--- src/common/bpmc_pkg.sv ---
/*
 * Shared constants and types of the bus performance monitor compare block:
 * register offsets, field positions, reset values, compare modes and carriers.
 * Assumes a 32-bit AXI4-Lite register bus with byte addresses in 8 bits.
 */
package bpmc_pkg;

	// ------------------------------------------------------------
	// Register map
	// ------------------------------------------------------------
	localparam int ADDR_W = 8;
	localparam logic [7:0] OFF_RESP0 = 8'ha0;
	localparam logic [7:0] OFF_CMP0 = 8'ha4;
	localparam logic [7:0] OFF_RESP1 = 8'he0;
	localparam logic [7:0] OFF_CMP1 = 8'he4;
	localparam logic [7:0] OFF_IRQ_ST = 8'hf0;
	localparam logic [7:0] OFF_IRQ_MASK = 8'hf4;

	// ------------------------------------------------------------
	// Field positions and reset values
	// ------------------------------------------------------------
	localparam int GRP_LSB = 24;
	localparam int MODE_LSB = 22;
	localparam int PINS_EN_BIT = 15;
	localparam int COLL_EN_BIT = 14;
	localparam int CMP_ST_BIT = 13;
	localparam int OVF_ST_BIT = 12;
	localparam int CNT_OVF_BIT = 31;
	localparam logic [31:0] CMP_RESET = 32'hffffffff;
	localparam int IRQ_W = 4;
	localparam int IRQ_CMP0 = 0;
	localparam int IRQ_OVF0 = 2;
	localparam logic [1:0] RESP_OKAY = 2'h0;
	localparam logic [1:0] RESP_SLVERR = 2'h2;

	// ------------------------------------------------------------
	// Types
	// ------------------------------------------------------------
	typedef enum logic [1:0] {
		MODE_OFF = 2'h0,
		MODE_MAX = 2'h1,
		MODE_TRACK = 2'h2,
		MODE_ADDR = 2'h3
	} bpmc_mode_t;

	typedef enum logic [1:0] {
		GRP_BUS = 2'h0,
		GRP_RES = 2'h1,
		GRP_UTIL = 2'h2,
		GRP_RSVD = 2'h3
	} bpmc_grp_t;

	typedef struct packed {
		bpmc_grp_t grp;
		bpmc_mode_t mode;
		logic pins_en;
		logic coll_en;
		logic cmp_st;
		logic ovf_st;
	} bpmc_ctrl_t;

	typedef struct packed {
		logic inc;
		logic [31:0] value;
	} bpmc_cnt_t;

	// Byte offsets of the response and compare registers of counter i.
	function automatic logic [7:0] resp_off(input int i);
		resp_off = (i == 0) ? OFF_RESP0 : OFF_RESP1;
	endfunction

	function automatic logic [7:0] cmp_off(input int i);
		cmp_off = (i == 0) ? OFF_CMP0 : OFF_CMP1;
	endfunction

	// Merge a bus write into an old word under the byte strobes.
	function automatic logic [31:0] strb_merge(input logic [31:0] old, input logic [31:0] nw, input logic [3:0] strb);
		for (int b = 0; b < 4; b++) begin
			strb_merge[b*8 +: 8] = strb[b] ? nw[b*8 +: 8] : old[b*8 +: 8];
		end
	endfunction

	// Software view of a response register; unused bits read as zero.
	function automatic logic [31:0] resp_pack(input bpmc_ctrl_t c);
		resp_pack = 32'h0;
		resp_pack[GRP_LSB +: 2] = c.grp;
		resp_pack[MODE_LSB +: 2] = c.mode;
		resp_pack[PINS_EN_BIT] = c.pins_en;
		resp_pack[COLL_EN_BIT] = c.coll_en;
		resp_pack[CMP_ST_BIT] = c.cmp_st;
		resp_pack[OVF_ST_BIT] = c.ovf_st;
	endfunction

endpackage

--- src/rtl/bpmc_top.sv ---
/*
 * Compare and response control of a pair of bus performance counters,
 * with an AXI4-Lite register slave and a read-to-clear interrupt.
 * Assumes counters, qualifiers and bus address arrive on clk; rst_n is synchronous.
 */
// Register access over AXI4-Lite is this design's own decision.
// Function
// Compare mode 00 ignores the compare register and compares nothing.
// Compare mode 01 sets the count-compare status bit 13 when the counter exceeds the compare value.
// Compare mode 10 loads the counter into the compare register when the counter is greater.
// The max-compare evaluation happens each time the counter increments.
// A greater-than result goes to the status collector, the event pins or both, as selected.
// The compare includes bit 31, and once overflow status is set later compares leave status alone.
// Software should program bit 31 of the compare register to zero in the max modes.
// In address mode counter 0 matches above its compare value and counter 1 at or below it.
// In address mode both address matches are ANDed into a range match qualifying both counters.
// The address compare uses request address bits 38 down to 7.
// Each compare register is 32-bit read-write and resets to all ones.
// The group selection picks bus events, resource events, utilizations, or nothing for 11.
// Each response register controls its counter and shows its overflow and compare status.
// Compare mode 11 is the address range mode and leaves the event status alone.
// Response bits 31 to 26 read as zero and ignore writes.
module bpmc_top (
	// Clock and reset.
	input wire logic clk,
	input wire logic rst_n,
	// AXI4-Lite write channels.
	input wire logic [bpmc_pkg::ADDR_W-1:0] s_axi_awaddr,
	input wire logic s_axi_awvalid,
	output logic s_axi_awready,
	input wire logic [31:0] s_axi_wdata,
	input wire logic [3:0] s_axi_wstrb,
	input wire logic s_axi_wvalid,
	output logic s_axi_wready,
	output logic [1:0] s_axi_bresp,
	output logic s_axi_bvalid,
	input wire logic s_axi_bready,
	// AXI4-Lite read channels.
	input wire logic [bpmc_pkg::ADDR_W-1:0] s_axi_araddr,
	input wire logic s_axi_arvalid,
	output logic s_axi_arready,
	output logic [31:0] s_axi_rdata,
	output logic [1:0] s_axi_rresp,
	output logic s_axi_rvalid,
	input wire logic s_axi_rready,
	// Counters and monitored bus.
	input wire bpmc_pkg::bpmc_cnt_t event_counter [2],
	input wire logic [38:7] bus_req_addr,
	input wire logic [2:0] event_qualifier_hit [2],
	// Results.
	output logic [1:0] event_group [2],
	output logic [1:0] qual_match,
	output logic range_match,
	output logic [1:0] perf_status_collector,
	output logic [1:0] event_output_pins,
	output logic irq
);

	// ------------------------------------------------------------
	// AXI4-Lite slave
	// ------------------------------------------------------------
	logic aw_hold_r, w_hold_r, awready_r, wready_r, bvalid_r, arready_r, rvalid_r;
	logic [7:0] awaddr_r;
	logic [31:0] wdata_r, rdata_r;
	logic [3:0] wstrb_r;
	logic [1:0] bresp_r, rresp_r;

	// A write is done once address and data are both held and no answer waits.
	wire logic aw_fire = s_axi_awvalid && awready_r;
	wire logic w_fire = s_axi_wvalid && wready_r;
	wire logic wr_fire = aw_hold_r && w_hold_r && !bvalid_r;
	wire logic ar_fire = s_axi_arvalid && arready_r;
	wire logic aw_hold_nxt = aw_fire ? 1'b1 : (wr_fire ? 1'b0 : aw_hold_r);
	wire logic w_hold_nxt = w_fire ? 1'b1 : (wr_fire ? 1'b0 : w_hold_r);
	wire logic bvalid_nxt = wr_fire ? 1'b1 : ((bvalid_r && s_axi_bready) ? 1'b0 : bvalid_r);
	wire logic rvalid_nxt = ar_fire ? 1'b1 : ((rvalid_r && s_axi_rready) ? 1'b0 : rvalid_r);

	// Address decode of both directions.
	wire logic wr_map = awaddr_r inside {bpmc_pkg::OFF_RESP0, bpmc_pkg::OFF_CMP0, bpmc_pkg::OFF_RESP1,
		bpmc_pkg::OFF_CMP1, bpmc_pkg::OFF_IRQ_ST, bpmc_pkg::OFF_IRQ_MASK};
	wire logic rd_map = s_axi_araddr inside {bpmc_pkg::OFF_RESP0, bpmc_pkg::OFF_CMP0, bpmc_pkg::OFF_RESP1,
		bpmc_pkg::OFF_CMP1, bpmc_pkg::OFF_IRQ_ST, bpmc_pkg::OFF_IRQ_MASK};
	wire logic irq_rd_clr = ar_fire && (s_axi_araddr == bpmc_pkg::OFF_IRQ_ST);
	wire logic mask_wr = wr_fire && (awaddr_r == bpmc_pkg::OFF_IRQ_MASK);

	// Ready flags are registered so every bus output leaves a flip-flop.
	always_ff @(posedge clk) begin
		if (!rst_n) begin
			aw_hold_r <= 1'b0;
			w_hold_r <= 1'b0;
			awready_r <= 1'b0;
			wready_r <= 1'b0;
			bvalid_r <= 1'b0;
			arready_r <= 1'b0;
			rvalid_r <= 1'b0;
		end else begin
			aw_hold_r <= aw_hold_nxt;
			w_hold_r <= w_hold_nxt;
			awready_r <= !aw_hold_nxt && !bvalid_nxt;
			wready_r <= !w_hold_nxt && !bvalid_nxt;
			bvalid_r <= bvalid_nxt;
			arready_r <= !rvalid_nxt;
			rvalid_r <= rvalid_nxt;
		end
	end

	// Payload registers of the bus.
	logic [31:0] rd_word;
	always_ff @(posedge clk) begin
		if (!rst_n) begin
			awaddr_r <= 8'h0;
			wdata_r <= 32'h0;
			wstrb_r <= 4'h0;
			bresp_r <= 2'h0;
			rdata_r <= 32'h0;
			rresp_r <= 2'h0;
		end else begin
			if (aw_fire) awaddr_r <= s_axi_awaddr;
			if (w_fire) wdata_r <= s_axi_wdata;
			if (w_fire) wstrb_r <= s_axi_wstrb;
			if (wr_fire) bresp_r <= wr_map ? bpmc_pkg::RESP_OKAY : bpmc_pkg::RESP_SLVERR;
			if (ar_fire) rdata_r <= rd_map ? rd_word : 32'h0;
			if (ar_fire) rresp_r <= rd_map ? bpmc_pkg::RESP_OKAY : bpmc_pkg::RESP_SLVERR;
		end
	end

	assign s_axi_awready = awready_r;
	assign s_axi_wready = wready_r;
	assign s_axi_bvalid = bvalid_r;
	assign s_axi_bresp = bresp_r;
	assign s_axi_arready = arready_r;
	assign s_axi_rvalid = rvalid_r;
	assign s_axi_rdata = rdata_r;
	assign s_axi_rresp = rresp_r;

	// ------------------------------------------------------------
	// Counter pair
	// ------------------------------------------------------------
	bpmc_pkg::bpmc_ctrl_t ctrl_r [2];
	logic [31:0] cmp_r [2];
	logic [1:0] gt_evt, load_cmp, addr_hit, cmp_set, ovf_set, ovf_prev_r, sel_qual;
	localparam int IRQ_W_L = bpmc_pkg::IRQ_W;
	logic [IRQ_W_L-1:0] irq_st_r, irq_mask_r;
	logic [1:0] qual_r, coll_r, pins_r;
	logic range_r;
	logic irq_r;

	// Range match needs both bounds to hit in the same cycle.
	wire logic range_hit = addr_hit[0] && addr_hit[1];

	for (genvar i = 0; i < 2; i++) begin : g_cnt
		wire logic resp_wr = wr_fire && (awaddr_r == bpmc_pkg::resp_off(i));
		wire logic cmp_wr = wr_fire && (awaddr_r == bpmc_pkg::cmp_off(i));
		wire logic [31:0] resp_m = bpmc_pkg::strb_merge(bpmc_pkg::resp_pack(ctrl_r[i]), wdata_r, wstrb_r);
		wire logic clr_byte = wstrb_r[1];

		bpmc_cmp_unit #(
			.IS_CEILING(i == 1)
		) u_cmp (
			.mode(ctrl_r[i].mode),
			.cmp(cmp_r[i]),
			.cnt(event_counter[i]),
			.addr(bus_req_addr),
			.gt_evt(gt_evt[i]),
			.load_cmp(load_cmp[i]),
			.addr_hit(addr_hit[i])
		);

		// Overflow status follows the rising overflow bit; a set overflow status bit blocks compare status.
		assign ovf_set[i] = event_counter[i].value[bpmc_pkg::CNT_OVF_BIT] && !ovf_prev_r[i];
		assign cmp_set[i] = gt_evt[i] && !ctrl_r[i].ovf_st;
		// Group 11 selects no qualifier set at all.
		assign sel_qual[i] = (ctrl_r[i].grp != bpmc_pkg::GRP_RSVD) && event_qualifier_hit[i][ctrl_r[i].grp];

		// Response register: fields written under strobes, status bits written one to clear.
		// A hardware set in the clearing cycle wins so no event is lost.
		always_ff @(posedge clk) begin
			if (!rst_n) begin
				ctrl_r[i] <= '0;
				ovf_prev_r[i] <= 1'b0;
			end else begin
				ovf_prev_r[i] <= event_counter[i].value[bpmc_pkg::CNT_OVF_BIT];
				if (resp_wr) begin
					ctrl_r[i].grp <= bpmc_pkg::bpmc_grp_t'(resp_m[bpmc_pkg::GRP_LSB +: 2]);
					ctrl_r[i].mode <= bpmc_pkg::bpmc_mode_t'(resp_m[bpmc_pkg::MODE_LSB +: 2]);
					ctrl_r[i].pins_en <= resp_m[bpmc_pkg::PINS_EN_BIT];
					ctrl_r[i].coll_en <= resp_m[bpmc_pkg::COLL_EN_BIT];
				end
				ctrl_r[i].cmp_st <= cmp_set[i] || (ctrl_r[i].cmp_st &&
					!(resp_wr && clr_byte && wdata_r[bpmc_pkg::CMP_ST_BIT]));
				ctrl_r[i].ovf_st <= ovf_set[i] || (ctrl_r[i].ovf_st &&
					!(resp_wr && clr_byte && wdata_r[bpmc_pkg::OVF_ST_BIT]));
			end
		end

		// Compare register: a bus write takes precedence over the tracking load.
		always_ff @(posedge clk) begin
			if (!rst_n) cmp_r[i] <= bpmc_pkg::CMP_RESET;
			else if (cmp_wr) cmp_r[i] <= bpmc_pkg::strb_merge(cmp_r[i], wdata_r, wstrb_r);
			else if (load_cmp[i]) cmp_r[i] <= event_counter[i].value;
		end

		// Qualified match and greater-than reporting, one cycle after the cause.
		always_ff @(posedge clk) begin
			if (!rst_n) begin
				qual_r[i] <= 1'b0;
				coll_r[i] <= 1'b0;
				pins_r[i] <= 1'b0;
			end else begin
				qual_r[i] <= sel_qual[i] && (ctrl_r[i].mode != bpmc_pkg::MODE_ADDR || range_hit);
				coll_r[i] <= cmp_set[i] && ctrl_r[i].coll_en;
				pins_r[i] <= cmp_set[i] && ctrl_r[i].pins_en;
			end
		end

		assign event_group[i] = ctrl_r[i].grp;

	end

	// ------------------------------------------------------------
	// Read mux, range output and interrupt
	// ------------------------------------------------------------
	assign rd_word = (s_axi_araddr == bpmc_pkg::OFF_RESP0) ? bpmc_pkg::resp_pack(ctrl_r[0]) :
		(s_axi_araddr == bpmc_pkg::OFF_CMP0) ? cmp_r[0] :
		(s_axi_araddr == bpmc_pkg::OFF_RESP1) ? bpmc_pkg::resp_pack(ctrl_r[1]) :
		(s_axi_araddr == bpmc_pkg::OFF_CMP1) ? cmp_r[1] :
		(s_axi_araddr == bpmc_pkg::OFF_IRQ_ST) ? {28'h0, irq_st_r} : {28'h0, irq_mask_r};

	// Status clears on read; an event in the same cycle survives the clear.
	wire logic [IRQ_W_L-1:0] irq_evt = {ovf_set, cmp_set};
	always_ff @(posedge clk) begin
		if (!rst_n) begin
			irq_st_r <= 4'h0;
			irq_mask_r <= 4'h0;
			irq_r <= 1'b0;
			range_r <= 1'b0;
		end else begin
			irq_st_r <= irq_evt | (irq_rd_clr ? 4'h0 : irq_st_r);
			if (mask_wr && wstrb_r[0]) irq_mask_r <= wdata_r[IRQ_W_L-1:0];
			irq_r <= |(irq_st_r & irq_mask_r);
			range_r <= range_hit;
		end
	end

	assign qual_match = qual_r;
	assign range_match = range_r;
	assign perf_status_collector = coll_r;
	assign event_output_pins = pins_r;
	assign irq = irq_r;
endmodule

--- src/rtl/bpmc_cmp_unit.sv ---
/*
 * Compare unit of one counter: count-versus-compare in the max modes and
 * address-versus-compare in the address range mode.
 * Assumes counter and bus address come from logic on the same clock.
 */
module bpmc_cmp_unit #(
	parameter bit IS_CEILING = 1'b0
) (
	// Configuration.
	input wire bpmc_pkg::bpmc_mode_t mode,
	input wire logic [31:0] cmp,
	// Counter and bus request.
	input wire bpmc_pkg::bpmc_cnt_t cnt,
	input wire logic [31:0] addr,
	// Results.
	output logic gt_evt,
	output logic load_cmp,
	output logic addr_hit
);

	// ------------------------------------------------------------
	// Comparators
	// ------------------------------------------------------------
	// The full 32 bits take part, overflow bit included.
	wire logic cnt_gt = cnt.value > cmp;
	wire logic addr_gt = addr > cmp;

	// Evaluation happens only on an increment; a disabled mode ignores cmp.
	assign gt_evt = cnt.inc && cnt_gt && (mode == bpmc_pkg::MODE_MAX);
	assign load_cmp = cnt.inc && cnt_gt && (mode == bpmc_pkg::MODE_TRACK);
	// The ceiling counter is the inverse of greater-than.
	assign addr_hit = (mode == bpmc_pkg::MODE_ADDR) && (IS_CEILING ? !addr_gt : addr_gt);

endmodule

--- config.mk ---
export PLATFORM = sky130hd
export DESIGN_NAME = bpmc_top
export DESIGN_NICKNAME = d
export VERILOG_FILES = /design/src/common/bpmc_pkg.sv /design/src/rtl/bpmc_top.sv /design/src/rtl/bpmc_cmp_unit.sv
export SDC_FILE = /design/constraint.sdc
export NUM_CORES = 1
export LEC_CHECK = 0
export ABC_CLOCK_PERIOD_IN_PS = 3050
export BUFFER_PORTS_ARGS = -buffer_cell sky130_fd_sc_hd__buf_2
export CORE_MARGIN = 4
export CORE_UTILIZATION = 30
export CTS_CLUSTER_DIAMETER = 50
export DETAILED_ROUTE_END_ITERATION = 6
export MAX_ROUTING_LAYER = met4
export PLACE_DENSITY = 0.45
export RECOVER_POWER = 100
export SYNTH_ARGS = -nofsm -noshare
export SYNTH_HDL_FRONTEND = slang
export SYNTH_HIERARCHICAL = 1
export SYNTH_SLANG_ARGS = --single-unit
--- constraint.sdc ---
create_clock -name clk -period 3.05 [get_ports clk]
set_input_delay 0.1525 -clock clk [delete_from_list [all_inputs] [get_ports clk]]
set_output_delay 0.1525 -clock clk [all_outputs]
set_load 0.005 [all_outputs]
==> impl_metrics.toml, run 1 <==
[power]
power.internal_uw = 4100
power_density_nw_per_um2 = 408
clkPwrFrac_pct = 42.5
comb_power_share_pct = 10.3
peakVddDrop_mv = 0.361
switching_power_uw = 1510
seqPwrFrac_pct = 47.2
p_leak_uw = 0.00612
p_sw_share_pct = 27.0

[cts]
clock_sinks = 183
post_cts_buffers = 0
clockBufferDepth = 2
clock-root-buffer = "clkbuf_16"
htreeDepth = 4
numCtsBuffers = 17
insertion_delay_ns = 0.45
cts_tree = "built"
cts.clk_slew.worst_paths_ns = 0.08

[floorplan]
row_count = 70
fp.dieW_um = 200
boundaryPins = 216
die_area_um2 = 40000
core-area_um2 = 36500
initial_utilization_pct = 30.3
fp.dieH_um = 200

[timing]
slew_violations = 0
min_period_over_period_pct = 100
max_freq_mhz = 328
hold_viol = 0
max_slew_margin_pct = 6.70
finalSetupViolCount = 0
fin_skew_ns = 0.0163
hold_slack_ns = 0.0122
rsz0062_at_grt = "false"
layout_setup_ws_ns = 0.000290
fin_crit_ns = 3.05
tightest_slew_ns = 1.40

[synth]
synthDistinctLibCells = 62
synthXorXnorAreaFrac_pct = 0
synth_top_family_by_area = "simple AND/OR/NAND/NOR gates"
yosysWarnings = 6
syn_inst = 1226
synthMuxAreaShare_pct = 3.26
synth_top_area_share_pct = 20.6
synthAdderAreaFrac_pct = 14.5
synth.area.top_cells = "edfxtp_1 21%, dfxtp_1 19%, ha_1 14%"
synth_edf_count = 76
synth_compound_area_share_pct = 16.7
synth_simple_gate_area_share_pct = 20.1
ys_seq_area_share_pct = 40.0
synth_ff_type = "dfxtp_1"
syn_area_um2 = 11100
synth_top_cell_by_area = "edfxtp_1"
ys_ff_latch = 183
async_flop_share_pct = 0
synth_area_per_cell_um2 = 9.02

[grt]
grt_overflow = 0
grt_max_degree = 61
grt_usage_pct = 20.7
grt_pass1_wl_mm = 60.5
antenna_found_initial = 1
grt_pass1_vias = 10100

[route]
ant_nets = 0
wire_per_inst_um = 20.9
vias_per_cell = 5.07
via_count = 9942
firstDrtPassIters = 5
first_iter_violations = 534
wl_mm = 41.0
drc = 0

[setup_path]
crit_path_cell_trace = "inv_1, ha_1, nand4_1, a21oi_1, nor4b_1, o22ai_1, a21o_1, a21o_1, clkbuf_4"
worstSetupPathType = "reg2reg"
cpMostUsedCell = "a21o_1"
required_ns = 3.23
crit_family = "simple AND/OR/NAND/NOR gates"
cp-end-kind = "flip-flop"
worstPathMaxFanout = 8
cpMaxStageDelayCell = "nor4b_1"
arrival_ns = 3.23
critPathLaunchType = "flip-flop"
max_stage_delay_ns = 0.71
critPathBufInv = 2

[final_layout]
fin_util_pct = 37.6
area_delta_synth_final_pct = 24.3
final_cell_mix = "171 x nand2_1, 171 x buf_2, 128 x ha_1"
final_nets = 1771
drive_above_1_share_pct = 16.9
stdcell_area_um2 = 13700

[placed_design]
placed_area_um2 = 12800
routabilityCongestion = 0.852
io_buffer_count = 213
dp_hpwl_mm = 32.1
dp_worst_setup_slack_ns = -0.0886

[flow_run]
max_cap_violations = 0

[hold_path]
holdCritPathClass = "in2reg"

[run_status]
status = "finished, final reports clean"
-- worst register-to-register path: stages (launching register included) --
cell and delay, ns:
edfxtp_1 0.41, inv_1 0.12, ha_1 0.27, nand4_1 0.27, a21oi_1 0.14, nor4b_1 0.71
o22ai_1 0.23, a21o_1 0.26, a21o_1 0.17, clkbuf_4 0.20
-- repair_timing --
action | 4_1_cts | 5_1_grt
hold endpoints to repair | 44 | 0
resized for setup | 3 | 7
pin swaps | 0 | 4
hold buffers | 44 | 0
endpoints found under the setup margin | 35 | 84
-- metal layers --
metal / wire length [um] / global-route usage [%] / share of wire (%)
met5: 0 / - / 0
met4: 597 / 4.15 / 1.5
met3: 1680 / 3.21 / 4.1
met2: 19400 / 33.4 / 47
met1: 19300 / 27.9 / 47
-- power groups by stage --
| stage | Sequential [uW] | Combinational, uW | Clock, uW |
|---|---|---|---|
| 2_1_floorplan | 2680 | 262 | 0 |
| 3_3_place_gp | 2700 | 554 | 0 |
| 3_5_place_dp | 2700 | 555 | 0 |
| 4_1_cts | 2650 | 601 | 2440 |
| 5_1_grt | 2650 | 641 | 2530 |
| 6_report | 2650 | 578 | 2380 |
-- final cells by class --
| type | count | area (um2) |
|---|---|---|
| Multi-Input combinational cell | 900 | 6090 |
| Timing Repair Buffer | 295 | 1710 |
| Antenna cell | 1 | 2.50 |
| Clock buffer | 18 | 439 |
| Sequential cell | 183 | 4420 |
| Tap cell | 468 | 586 |
| Inverter | 83 | 312 |
| Clock inverter | 14 | 181 |
| Fill cell | 3814 | 22800 |
-- synthesized netlist by cell type, drive strengths merged, types with 28 or more instances --
library cell and count:
clkbuf 37, dfxtp 107, a21oi 115, edfxtp 76, mux2i 36, nor3b 28, ha 128, nand2 171
inv 83, o22a 31, o21ai 86, nand4 34, nor2 49, nand3 30
-- flip-flops by register name, summed over array words and instances, names as in the netlist, 4 cells and up --
| register | count |
|---|---|
| ctrl_r | 16 |
| irq_mask_r | 4 |
| irq_st_r | 4 |
| wdata_r | 32 |
| awaddr_r | 8 |
| wstrb_r | 4 |
| cmp_r | 64 |
| s_axi_rdata | 32 |
-- stage by stage --
step / TNS (ns) / total power (uW) / std cells
CTS: 0 / 5690 / 1961
detailed placement: -2.55 / 3260 / 1885
global route: 0 / 5830 / 1962
finish: 0 / 5610 / 1962
floorplan: 0 / 2940 / 1227
global placement: -0.762 / 3260 / 1885
-- worst paths after layout --
check / startpoint / end / slack, ns / cells after the start
max: cmp_r[0][14] / cmp_r[0][19] / 0.0003 / 9
min: s_axi_wdata[21] / wdata_r[21] / 0.01 / 3
max reg2reg: cmp_r[0][14] / cmp_r[0][19] / 0.0003 / 9
min reg2reg: s_axi_rdata[14] / s_axi_rdata[14] / 0.45 / 2
-- logic make-up (layout without fill, tap and decap cells) --
| group | count (synthesis) | in the layout |
|---|---|---|
| and+or+nand+nor | 430 | 430 |
| AOI/OAI and AO/OA | 304 | 304 |
| DFF | 183 | 183 |
| buffers and inverters | 144 | 410 |
| adders and majority gates | 128 | 128 |
| muxes | 36 | 36 |
| other | 1 | 3 |
Power figures use the tool's default switching activity.
==> run 2: changes to the inputs <==
- SETUP_SLACK_MARGIN: not set -> 0.3
==> run 2 against run 1 <==
Net effect: cell area increased by 7.9%; total power rose by 0.74%; hold slack worse by 0.0052 ns; maximum frequency increased by 5.7%; core utilization grew 3.0 points; first-iteration DRC count increased by 6.7%; via count is 3.5% higher; wire length increased by 3.0%; sequential cell count stayed put; cell count up 2.5%; non-clock buffer count increased by 50; critical path type unchanged; highest routed layer unchanged.
==> impl_metrics.toml, run 2 (synthesized netlist as in run 1, its figures left out) <==
[power]
power_density_nw_per_um2 = 381
peakVddDrop_mv = 0.367
p_leak_uw = 0.00644
p_total_uw = 5650

[setup_path]
cp-startpoint = "cmp_r[1][15]"
critPathLaunchType = "flip-flop"
rr_startpoint = "cmp_r[1][15]"
crit_path_cell_trace = "inv_1, ha_4, nand4_1, nor4_1, buf_4, and3b_1, nand3b_1, o32ai_4, buf_6, a21oi_2, nand2_2, buf_2"
r2r_slack_ns = 0.16
worstPathMaxFanout = 8
worstSetupPathType = "reg2reg"
cpMaxStageDelayCell = "nor4_1"
max_stage_delay_ns = 0.36
critPathBufInv = 4
crit_family = "simple AND/OR/NAND/NOR gates"
required_ns = 3.24
cp-end-kind = "flip-flop"
arrival_ns = 3.07

[final_layout]
drive_above_1_share_pct = 24.5
stdcell_count = 2012
largest_register = "cmp_r"
area_delta_synth_final_pct = 34.2
stdcell_area_um2 = 14800
largest_register_ffs = 64
final_nets = 1821
final_cell_mix = "170 x buf_2, 166 x nand2_1, 112 x a21oi_1"
layout_commonest_cell = "buf_2"

[floorplan]
row_count = 70
core-area_um2 = 36500
initial_utilization_pct = 30.3
die_area_um2 = 40000
fp.dieW_um = 200
boundaryPins = 216
fp.dieH_um = 200

[cts]
clockBufferDepth = 2
clock-root-buffer = "clkbuf_16"
cts_tree = "built"
htreeDepth = 4
insertion_delay_ns = 0.45
cts.clk_slew.worst_paths_ns = 0.07
numCtsBuffers = 17
clock_sinks = 183

[grt]
grt_pass1_vias = 10200
grt_overflow = 0
grt_pass1_wl_mm = 61.2
grt_usage_pct = 21.0
antenna_found_initial = 1
grt_max_degree = 61

[route]
wire_per_inst_um = 21.0
met1_length_mm = 19.5
drc = 0
met2_wirelength_mm = 20.1
ant_nets = 0
firstDrtPassIters = 7
wl_mm = 42.2
first_iter_violations = 570
vias_per_cell = 5.11
routed.top_layer = "met4"
wl_met3_mm = 1.95
via_count = 10300

[placed_design]
placedCellCount = 1885
io_buffer_count = 213
routabilityCongestion = 0.852
placed_area_um2 = 12800
dp_hpwl_mm = 32.1

[timing]
max_freq_mhz = 347
finalSetupViolCount = 0
min_period_over_period_pct = 94.6
fin_skew_ns = 0.0166
max_slew_margin_pct = 2.30
hold_slack_ns = 0.00701
fin_setup_tns_ns = 0
hold_viol = 0
tightest_slew_ns = 1.47
rsz0062_at_grt = "true"
fin_crit_ns = 2.89
slew_violations = 0

[hold_path]
worstHoldStart = "s_axi_wdata[21]"
holdCritPathClass = "in2reg"

[run_status]
status = "finished, final reports clean"

[flow_run]
max_cap_violations = 0
## run 2: per-layer routing
layer / vias up / track usage (%)
met3: 24 / 3.21
met5: - / -
met2: 263 / 33.8
li1: 5073 / -
met4: 0 / 4.28
met1: 4927 / 28.2
## run 2: power by group
part / total, uW / internal (uW) / switching [uW] / leakage [uW]
Combinational: 624 / 261 / 362 / 0.00471
Sequential: 2650 / 2590 / 58.8 / 0.00143
Clock: 2380 / 1270 / 1110 / 0.000304
Total: 5650 / 4120 / 1530 / 0.00644
## run 2: repair_timing
| action | 4_1_cts | 5_1_grt |
|---|---|---|
| resized for setup | 41 | 120 |
| pin swaps | 14 | 33 |
| hold endpoints to repair | 44 | 0 |
| endpoints found under the setup margin | 133 | 134 |
| gates cloned | 1 | 2 |
| buffers inserted | 20 | 27 |
| hold buffers | 44 | 0 |
## run 2: per-stage QoR
step / setup WS (ns) / utilization, %
after floorplan: 0.339 / -
after global placement: -0.0272 / 35.1
after detailed placement: -0.0886 / 35.1
after CTS: 0.277 / 39.0
after global routing: 0.0798 / 40.6
final: 0.165 / 40.6
## run 2: worst register-to-register path: cells and delay by family (launching register included)
family	cells	cell delay [ns]
simple gates	5	0.93
buf+inv	4	0.63
compound gates	2	0.44
flops	1	0.35
fa+ha+maj	1	0.28
## run 2: final cells by class
cell class	instances	area (um2)
well taps	468	586
fillers	3741	21700
diodes	1	2.50
clock inverters	14	181
multi-input cells	900	6630
repair buffers	345	2260
flip-flops and latches	183	4420
inverters	83	312
clock buffers	18	439
## run 2: path summary, 6_finish.rpt
kind,endpoint,depth (start not counted)
max reg2reg,cmp_r[1][10],12
max,cmp_r[1][10],12
min reg2reg,s_axi_rdata[14],2
min,wdata_r[21],3
